$ cat src/inc/saf_cfg.svh
// register map, field positions, reset values and levels of the fifo block
// assumes inclusion by bare name from inc/
`ifndef SAF_CFG_SVH
`define SAF_CFG_SVH
`define SAF_OFS_CTRL   8'h00
`define SAF_OFS_FCTL   8'h04
`define SAF_OFS_STAT   8'h08
`define SAF_OFS_TXD    8'h0C
`define SAF_OFS_RXD    8'h10
`define SAF_OFS_SCLK   8'h14
`define SAF_CTRL_SCE   0
`define SAF_CTRL_FS    1
`define SAF_CTRL_TX    2
`define SAF_CTRL_RX    3
`define SAF_TXTHR_LSB  0
`define SAF_RXTHR_LSB  16
`define SAF_ERR_LSB    2
`define SAF_CTRL_RST   4'h0
`define SAF_THR_RST    3'h0
`define SAF_DIV_RST    8'h13
`define SAF_DEPTH      5'h10
`define SAF_LVL_1      5'h01
`define SAF_LVL_4      5'h04
`define SAF_LVL_8      5'h08
`define SAF_LVL_12     5'h0C
`define SAF_THR_4      3'h4
`define SAF_THR_8      3'h5
`define SAF_THR_12     3'h6
`define SAF_THR_ALL    3'h7
`endif

$ cat src/inc/saf_pkg.sv
// types shared by the fifo block
// assumes nothing of its surroundings
package saf_pkg;
   typedef logic [31:0] saf_word_type;
   typedef struct packed {
      logic [7:0] addr;
      logic       wr;
      logic       act;
   } saf_req_type;
endpackage : saf_pkg

$ cat src/hw/saf_top.sv
// serial codec port fifos, request logic and master link engine
// assumes an ahb-lite master on hclk and a codec sampling on rising clock
`timescale 1ns/1ns
`include "saf_cfg.svh"
module saf_top (
   input  wire logic        hclk,
   input  wire logic        hresetn,
   input  wire logic        hsel,
   input  wire logic [31:0] haddr,
   input  wire logic [1:0]  htrans,
   input  wire logic        hwrite,
   input  wire logic [2:0]  hsize,
   input  wire logic [31:0] hwdata,
   input  wire logic        hready,
   output var  logic        hreadyout,
   output var  logic        hresp,
   output var  logic [31:0] hrdata,
   output var  logic        serial_clock_pin,
   output var  logic        frame_sync_pin,
   output var  logic        serial_out_pin,
   input  wire logic        serial_in_pin,
   input  wire logic        dma_tx_ack,
   input  wire logic        dma_rx_ack,
   output var  logic        tx_flag,
   output var  logic        rx_flag
);

////////////////////////////////////////////////////////////////////
// bus decode
saf_pkg::saf_req_type req_d;
saf_pkg::saf_req_type req_q;
wire addr_ok = hsel && htrans[1] && hready;
wire rd_ev   = addr_ok && !hwrite;
wire wr_ev   = req_q.act && req_q.wr;
wire wr_ctrl = wr_ev && req_q.addr == `SAF_OFS_CTRL;
wire wr_fctl = wr_ev && req_q.addr == `SAF_OFS_FCTL;
wire wr_stat = wr_ev && req_q.addr == `SAF_OFS_STAT;
wire wr_txd  = wr_ev && req_q.addr == `SAF_OFS_TXD;
wire wr_sclk = wr_ev && req_q.addr == `SAF_OFS_SCLK;
wire rx_rd   = rd_ev && haddr[7:0] == `SAF_OFS_RXD;
assign req_d = '{addr: haddr[7:0], wr: hwrite, act: addr_ok};

////////////////////////////////////////////////////////////////////
// control registers
logic [3:0] ctrl_q;
logic [2:0] txthr_q;
logic [2:0] rxthr_q;
logic [7:0] div_q;
logic [3:0] err_q;
logic [3:0] err_set;
wire sce = ctrl_q[`SAF_CTRL_SCE];
wire fs_en = ctrl_q[`SAF_CTRL_FS];
wire tx_en = ctrl_q[`SAF_CTRL_TX];
wire rx_en = ctrl_q[`SAF_CTRL_RX];
wire [3:0] err_clr = wr_stat ? hwdata[`SAF_ERR_LSB +: 4] : 4'h0;
wire [3:0] err_d = (err_q & ~err_clr) | err_set;

always_ff @(posedge hclk or negedge hresetn) begin
   if (!hresetn) begin
      req_q   <= '0;
      ctrl_q  <= `SAF_CTRL_RST;
      txthr_q <= `SAF_THR_RST;
      rxthr_q <= `SAF_THR_RST;
      div_q   <= `SAF_DIV_RST;
      err_q   <= 4'h0;
   end else begin
      req_q <= req_d;
      err_q <= err_d;
      if (wr_ctrl) begin
         ctrl_q <= hwdata[3:0];
      end
      if (wr_fctl) begin
         txthr_q <= hwdata[`SAF_TXTHR_LSB +: 3];
         rxthr_q <= hwdata[`SAF_RXTHR_LSB +: 3];
      end
      if (wr_sclk) begin
         div_q <= hwdata[7:0];
      end
   end
end

////////////////////////////////////////////////////////////////////
// transmit fifo
saf_pkg::saf_word_type tx_mem [16];
logic [3:0] tx_wp_q;
logic [3:0] tx_rp_q;
logic [4:0] tx_cnt_q;
logic       tx_pop;
wire tx_full  = tx_cnt_q == `SAF_DEPTH;
wire tx_push  = wr_txd && !tx_full;
wire tx_ovr   = wr_txd && tx_full;
wire [4:0] tx_cnt_d = tx_cnt_q + {4'h0, tx_push} - {4'h0, tx_pop};
wire [4:0] tx_free = `SAF_DEPTH - tx_cnt_q;

always_ff @(posedge hclk) begin
   if (tx_push) begin
      tx_mem[tx_wp_q] <= hwdata;
   end
end

always_ff @(posedge hclk or negedge hresetn) begin
   if (!hresetn) begin
      tx_wp_q  <= 4'h0;
      tx_rp_q  <= 4'h0;
      tx_cnt_q <= 5'h00;
   end else begin
      tx_wp_q  <= tx_wp_q + {3'h0, tx_push};
      tx_rp_q  <= tx_rp_q + {3'h0, tx_pop};
      tx_cnt_q <= tx_cnt_d;
   end
end

////////////////////////////////////////////////////////////////////
// receive fifo
saf_pkg::saf_word_type rx_mem [16];
saf_pkg::saf_word_type rx_last_q;
logic [3:0] rx_wp_q;
logic [3:0] rx_rp_q;
logic [4:0] rx_cnt_q;
logic       rx_ev;
logic [31:0] rx_word;
wire rx_full = rx_cnt_q == `SAF_DEPTH;
wire rx_push = rx_ev && !rx_full;
wire rx_ovr  = rx_ev && rx_full;
wire rx_pop  = rx_rd && rx_cnt_q != 5'h00;
wire rx_udr  = rx_rd && rx_cnt_q == 5'h00;
wire [31:0] rx_out = rx_pop ? rx_mem[rx_rp_q] : rx_last_q;
wire [4:0] rx_cnt_d = rx_cnt_q + {4'h0, rx_push} - {4'h0, rx_pop};

always_ff @(posedge hclk) begin
   if (rx_push) begin
      rx_mem[rx_wp_q] <= rx_word;
   end
end

always_ff @(posedge hclk or negedge hresetn) begin
   if (!hresetn) begin
      rx_wp_q   <= 4'h0;
      rx_rp_q   <= 4'h0;
      rx_cnt_q  <= 5'h00;
      rx_last_q <= 32'h0000_0000;
   end else begin
      rx_wp_q   <= rx_wp_q + {3'h0, rx_push};
      rx_rp_q   <= rx_rp_q + {3'h0, rx_pop};
      rx_cnt_q  <= rx_cnt_d;
      rx_last_q <= rx_out;
   end
end

////////////////////////////////////////////////////////////////////
// link engine
logic [7:0]  dcnt_q;
logic        sck_q;
logic [4:0]  bit_q;
logic        run_q;
logic [31:0] tsh_q;
logic [31:0] last_q;
logic [31:0] rsh_q;
logic        fs_q;
logic        sdo_q;
logic        sin1_q;
logic        sin2_q;
wire hit   = sce && dcnt_q == div_q;
wire fall  = hit && sck_q;
wire rise  = hit && !sck_q;
wire edge0 = bit_q == 5'h00;
wire start = fall && edge0 && fs_en;
assign tx_pop = start && tx_en && tx_cnt_q != 5'h00;
wire tx_udr = start && tx_en && tx_cnt_q == 5'h00;
wire [31:0] load_w = !tx_en ? 32'h0000_0000 : tx_pop ? tx_mem[tx_rp_q] : last_q;
wire [31:0] tsh_d = start ? load_w : {tsh_q[30:0], 1'b0};
wire adv = fall && (!edge0 || fs_en);
assign rx_ev   = rise && edge0 && run_q && rx_en;
assign rx_word = {rsh_q[30:0], sin2_q};
assign err_set = {rx_udr, rx_ovr, tx_ovr, tx_udr};

always_ff @(posedge hclk or negedge hresetn) begin
   if (!hresetn) begin
      sin1_q <= 1'b0;
      sin2_q <= 1'b0;
   end else begin
      sin1_q <= serial_in_pin;
      sin2_q <= sin1_q;
   end
end

always_ff @(posedge hclk or negedge hresetn) begin
   if (!hresetn) begin
      dcnt_q <= 8'h00;
      sck_q  <= 1'b0;
      bit_q  <= 5'h00;
      run_q  <= 1'b0;
      fs_q   <= 1'b0;
   end else if (!sce) begin
      dcnt_q <= 8'h00;
      sck_q  <= 1'b0;
      bit_q  <= 5'h00;
      run_q  <= 1'b0;
      fs_q   <= 1'b0;
   end else begin
      dcnt_q <= hit ? 8'h00 : dcnt_q + 8'h01;
      sck_q  <= sck_q ^ hit;
      bit_q  <= bit_q + {4'h0, adv};
      if (fall && edge0) begin
         run_q <= fs_en;
      end
      if (fall) begin
         fs_q <= start;
      end
   end
end

always_ff @(posedge hclk or negedge hresetn) begin
   if (!hresetn) begin
      tsh_q  <= 32'h0000_0000;
      last_q <= 32'h0000_0000;
      rsh_q  <= 32'h0000_0000;
      sdo_q  <= 1'b0;
   end else begin
      if (fall) begin
         tsh_q <= tsh_d;
         sdo_q <= tsh_d[31];
      end
      if (tx_pop) begin
         last_q <= load_w;
      end
      if (rise) begin
         rsh_q <= rx_word;
      end
   end
end

////////////////////////////////////////////////////////////////////
// requests and flags
logic tx_req_q;
logic rx_req_q;
logic tx_flag_q;
logic rx_flag_q;
wire [4:0] tx_need = txthr_q == `SAF_THR_4  ? `SAF_LVL_12 :
                     txthr_q == `SAF_THR_8  ? `SAF_LVL_8  :
                     txthr_q == `SAF_THR_12 ? `SAF_LVL_4  :
                     txthr_q == `SAF_THR_ALL ? `SAF_LVL_1 : `SAF_DEPTH;
wire [4:0] rx_need = rxthr_q == `SAF_THR_4  ? `SAF_LVL_4  :
                     rxthr_q == `SAF_THR_8  ? `SAF_LVL_8  :
                     rxthr_q == `SAF_THR_12 ? `SAF_LVL_12 :
                     rxthr_q == `SAF_THR_ALL ? `SAF_DEPTH : `SAF_LVL_1;
wire tx_req_d = tx_en && tx_free >= tx_need;
wire rx_req_d = rx_en && rx_cnt_q >= rx_need;
wire tx_flag_d = tx_req_d && !dma_tx_ack && (tx_flag_q || !tx_req_q);
wire rx_flag_d = rx_req_d && !dma_rx_ack && (rx_flag_q || !rx_req_q);

always_ff @(posedge hclk or negedge hresetn) begin
   if (!hresetn) begin
      tx_req_q  <= 1'b0;
      rx_req_q  <= 1'b0;
      tx_flag_q <= 1'b0;
      rx_flag_q <= 1'b0;
   end else begin
      tx_req_q  <= tx_req_d;
      rx_req_q  <= rx_req_d;
      tx_flag_q <= tx_flag_d;
      rx_flag_q <= rx_flag_d;
   end
end

////////////////////////////////////////////////////////////////////
// read data and outputs
wire [31:0] fctl = {3'h0, rx_cnt_q, 5'h00, rxthr_q, 3'h0, tx_free, 5'h00, txthr_q};
wire [31:0] stat = {26'h0, err_q, rx_req_q, tx_req_q};
wire [7:0] ra = haddr[7:0];
wire [31:0] rd_data = ra == `SAF_OFS_CTRL ? {28'h0, ctrl_q} :
                      ra == `SAF_OFS_FCTL ? fctl :
                      ra == `SAF_OFS_STAT ? stat :
                      ra == `SAF_OFS_RXD  ? rx_out :
                      ra == `SAF_OFS_SCLK ? {24'h0, div_q} : 32'h0000_0000;

always_ff @(posedge hclk or negedge hresetn) begin
   if (!hresetn) begin
      hrdata    <= 32'h0000_0000;
      hreadyout <= 1'b1;
      hresp     <= 1'b0;
   end else begin
      hreadyout <= 1'b1;
      hresp     <= 1'b0;
      if (rd_ev) begin
         hrdata <= rd_data;
      end
   end
end

assign serial_clock_pin = sck_q;
assign frame_sync_pin   = fs_q;
assign serial_out_pin   = sdo_q;
assign tx_flag          = tx_flag_q;
assign rx_flag          = rx_flag_q;
endmodule : saf_top

$ cat config.mk
export PLATFORM = sky130hd
export DESIGN_NAME = saf_top
export DESIGN_NICKNAME = d
export VERILOG_FILES = /design/src/inc/saf_pkg.sv /design/src/hw/saf_top.sv
export VERILOG_INCLUDE_DIRS = /design/src /design/src/inc
export SDC_FILE = /design/constraint.sdc
export NUM_CORES = 1
export LEC_CHECK = 0
export ABC_AREA = 1
export BUFFER_PORTS_ARGS = -buffer_cell sky130_fd_sc_hd__buf_2
export CORE_MARGIN = 5
export CORE_UTILIZATION = 55
export DETAILED_ROUTE_END_ITERATION = 8
export PLACE_DENSITY = 0.71
export SLEW_MARGIN = 25
export SYNTH_ARGS = -nofsm -noshare
export SYNTH_HDL_FRONTEND = slang
export SYNTH_SLANG_ARGS = --single-unit
$ cat constraint.sdc
create_clock -name hclk -period 4.6 [get_ports hclk]
set_clock_uncertainty 0.2 [all_clocks]
set_input_delay 0.92 -clock hclk [delete_from_list [all_inputs] [get_ports hclk]]
set_output_delay 0.92 -clock hclk [all_outputs]
set_load 0.02 [all_outputs]
==> reports/metrics.yaml <==
status: "completed"
fmax_ghz: 0.260
synth_top_cell_by_area: "edfxtp_1"
dieArea_mm2: 0.0992
gr-usage-all-layers: 0.247
tightest_slew_ns: 1.24
overflow: 0
path_max_fanout: 36
finalWirelength_um: 123000
place.gp.congestion: 0.811
cap_violations: 0
yosys_warnings: 0
final-max-slew-violation-count: 0
synthCells: 4332
leakagePower_nw: 22.5
synth.top_cell.area_share: 0.601
synthTopCellsByCount: "nand2_1 (1112), edfxtp_1 (1024), nand3_1 (710)"
cts_buffer_depth: 3
die_h_um: 315
numPortBuffers: 85
die_w_um: 315
grt_max_degree: 238
async_reset_ff_frac: 0.189
drc: 0
rows: 111
cts_setup_buffers: 0
startpoint_type: "flip-flop"
routed_via_density: 5.76
cp.arrival_ns: 4.26
cts_sinks: 1263
ys_seq_elements: 1263
grt_pass1_wl_um: 189000
wl_per_cell_um: 21.4
tns_ns: 0
synth_cell_types: 51
peakVddDrop_uv: 484
hpwlAfterDp_um: 66200
relSlewSlack: 0.173
io_pins: 116
cp.required_ns: 5.01
period_needed_ns: 3.85
cts_root_buf: "clkbuf_16"
area_growth_pct: 11.9
synth.most_common_cell: "nand2_1"
ant_nets: 0
cts_tree: "built"
yosysSeqAreaShare: 0.718
p_per_area_mw_per_mm2: 426
clk_pin_slew_ns: 0.06
grt_pass1_vias: 32256
core_mm2: 0.0919
first_pass_iters: 6
cts_resized: 0
rsz0062_at_grt: "false"
clk_latency_ns: 0.74
power_mw: 24.4
fin_crit_sh: 0.837
setup_violations: 0
cts_max_level: 4
synth-main-ff-cell: "edfxtp_1"
drive_above_1_share: 0.104
hold_viol: 0
critPathKind: "reg -> reg"
netlist_area_mm2: 0.0512
cp-end-kind: "flip-flop"
hp-class: "in -> async"
fin_nets: 4496
vias: 33020
antenna_found_initial: 7
drtIter0Drc: 4071
synth_nets: 4448
cts_hold_buffers: 0
synth_edf_count: 1024
postSynthAreaPerCell_um2: 11.8
cts_buffers: 130
floorplan.initialDensity: 0.556
synthTopCellsByArea: "edfxtp_1 (60%), dfrtp_1 (12%), nand2_1 (8.2%)"
[path summary, 6_finish.rpt]
path	from	end	slack (ns)	cells past startpoint
worst max register to register	div_q[0]$_DFFE_PN1P_	tsh_q[6]$_DFFE_PN0P_	0.75	14
min in group hclk	haddr[4]	req_q[6]$_DFF_PN0_	0.12	1
worst min-delay path	hresetn	tx_cnt_q[3]$_DFF_PN0_	0.06	1
worst max-delay path	div_q[0]$_DFFE_PN1P_	tsh_q[6]$_DFFE_PN0P_	0.75	14
max in group asynchronous	hresetn	rsh_q[20]$_DFFE_PN0N_	3.14	2
worst min register to register	sin1_q$_DFF_PN0_	sin2_q$_DFF_PN0_	0.14	0
[per-stage QoR]
| stage | util | hold WS [ns] | worst slack (ns) | instance area (um^2) | cells |
|---|---|---|---|---|---|
| finish | 0.622 | 0.0625 | 0.752 | 57200 | 5731 |
| global route | 0.622 | 0.0824 | 0.479 | 57200 | 5731 |
| CTS | 0.622 | 0.0727 | 0.726 | 57200 | 5728 |
| detailed placement | 0.576 | 0.136 | 0.796 | 53000 | 5490 |
| global placement | 0.576 | 0.134 | 0.884 | 53000 | 5490 |
| floorplan | - | 0.131 | 0.702 | 51200 | 4332 |
[kinds of logic after synthesis]
logic type,share of synthesized area
mux,0.00105
xor+xnor,0.00497
flops,0.718
buf+inv,0.0354
compound gates,0.0449
fa+ha+maj,0.00983
other cells,0.000147
simple gates,0.186
[area by class of cell]
type	instances	area (um^2)
Sequential cell	1263	36800
Fill cell	6954	34700
Multi-Input combinational cell	2685	12900
Clock buffer	175	3650
Tap cell	1243	1560
Timing Repair Buffer	169	1310
Clock inverter	63	591
Inverter	131	509
Antenna cell	2	5.00
[flip-flops by register name, summed over array words and instances, names as in the netlist, 4 cells and up]
signal	cells
ctrl_q	4
tx_wp_q	4
req_q	10
rx_wp_q	4
last_q	32
dcnt_q	8
tx_cnt_q	5
hrdata	32
rx_mem	512
rx_cnt_q	5
tx_rp_q	4
tsh_q	31
rx_rp_q	4
rsh_q	31
err_q	4
bit_q	5
div_q	8
tx_mem	512
rx_last_q	32
[critical path, stage by stage, from the launching register on]
cell	delay, ns
dfstp_2	0.56
xnor2_1	0.12
nor3b_1	0.22
nand4_1	0.16
inv_1	0.13
ha_1	0.19
inv_2	0.29
nor2_2	0.25
nand3_2	0.11
nor2_4	0.10
buf_4	0.46
inv_2	0.44
nand2_1	0.17
nand2_1	0.08
a22o_1	0.18
[layer usage]
metal / up-vias / GRT usage / share of wire
li1: 15236 / - / -
met1: 16187 / 0.349 / 0.41
met2: 1360 / 0.401 / 0.48
met3: 231 / 0.0442 / 0.084
met4: 6 / 0.0714 / 0.023
met5: - / 0 / 0.00038
[placed cells by master, fill, tap and decap left out, types with 30 or more instances in the layout]
cell type	netlist	final
buf_4	34	65
o21ai_1	43	43
ha_1	37	36
nand2_1	1112	1112
or2_2	31	31
clkbuf_16	0	136
nand3_1	710	710
o21ai_0	159	159
nor2_1	298	266
a21oi_1	86	86
buf_2	110	84
dfrtp_1	236	230
inv_1	119	117
edfxtp_1	1024	1024
a22o_1	30	30
nor2_4	3	36
[power breakdown]
group	switching (mW)	internal (mW)
clock network	4.33	6.05
logic	0.485	0.272
registers	0.412	12.8
Power figures use the tool's default switching activity.
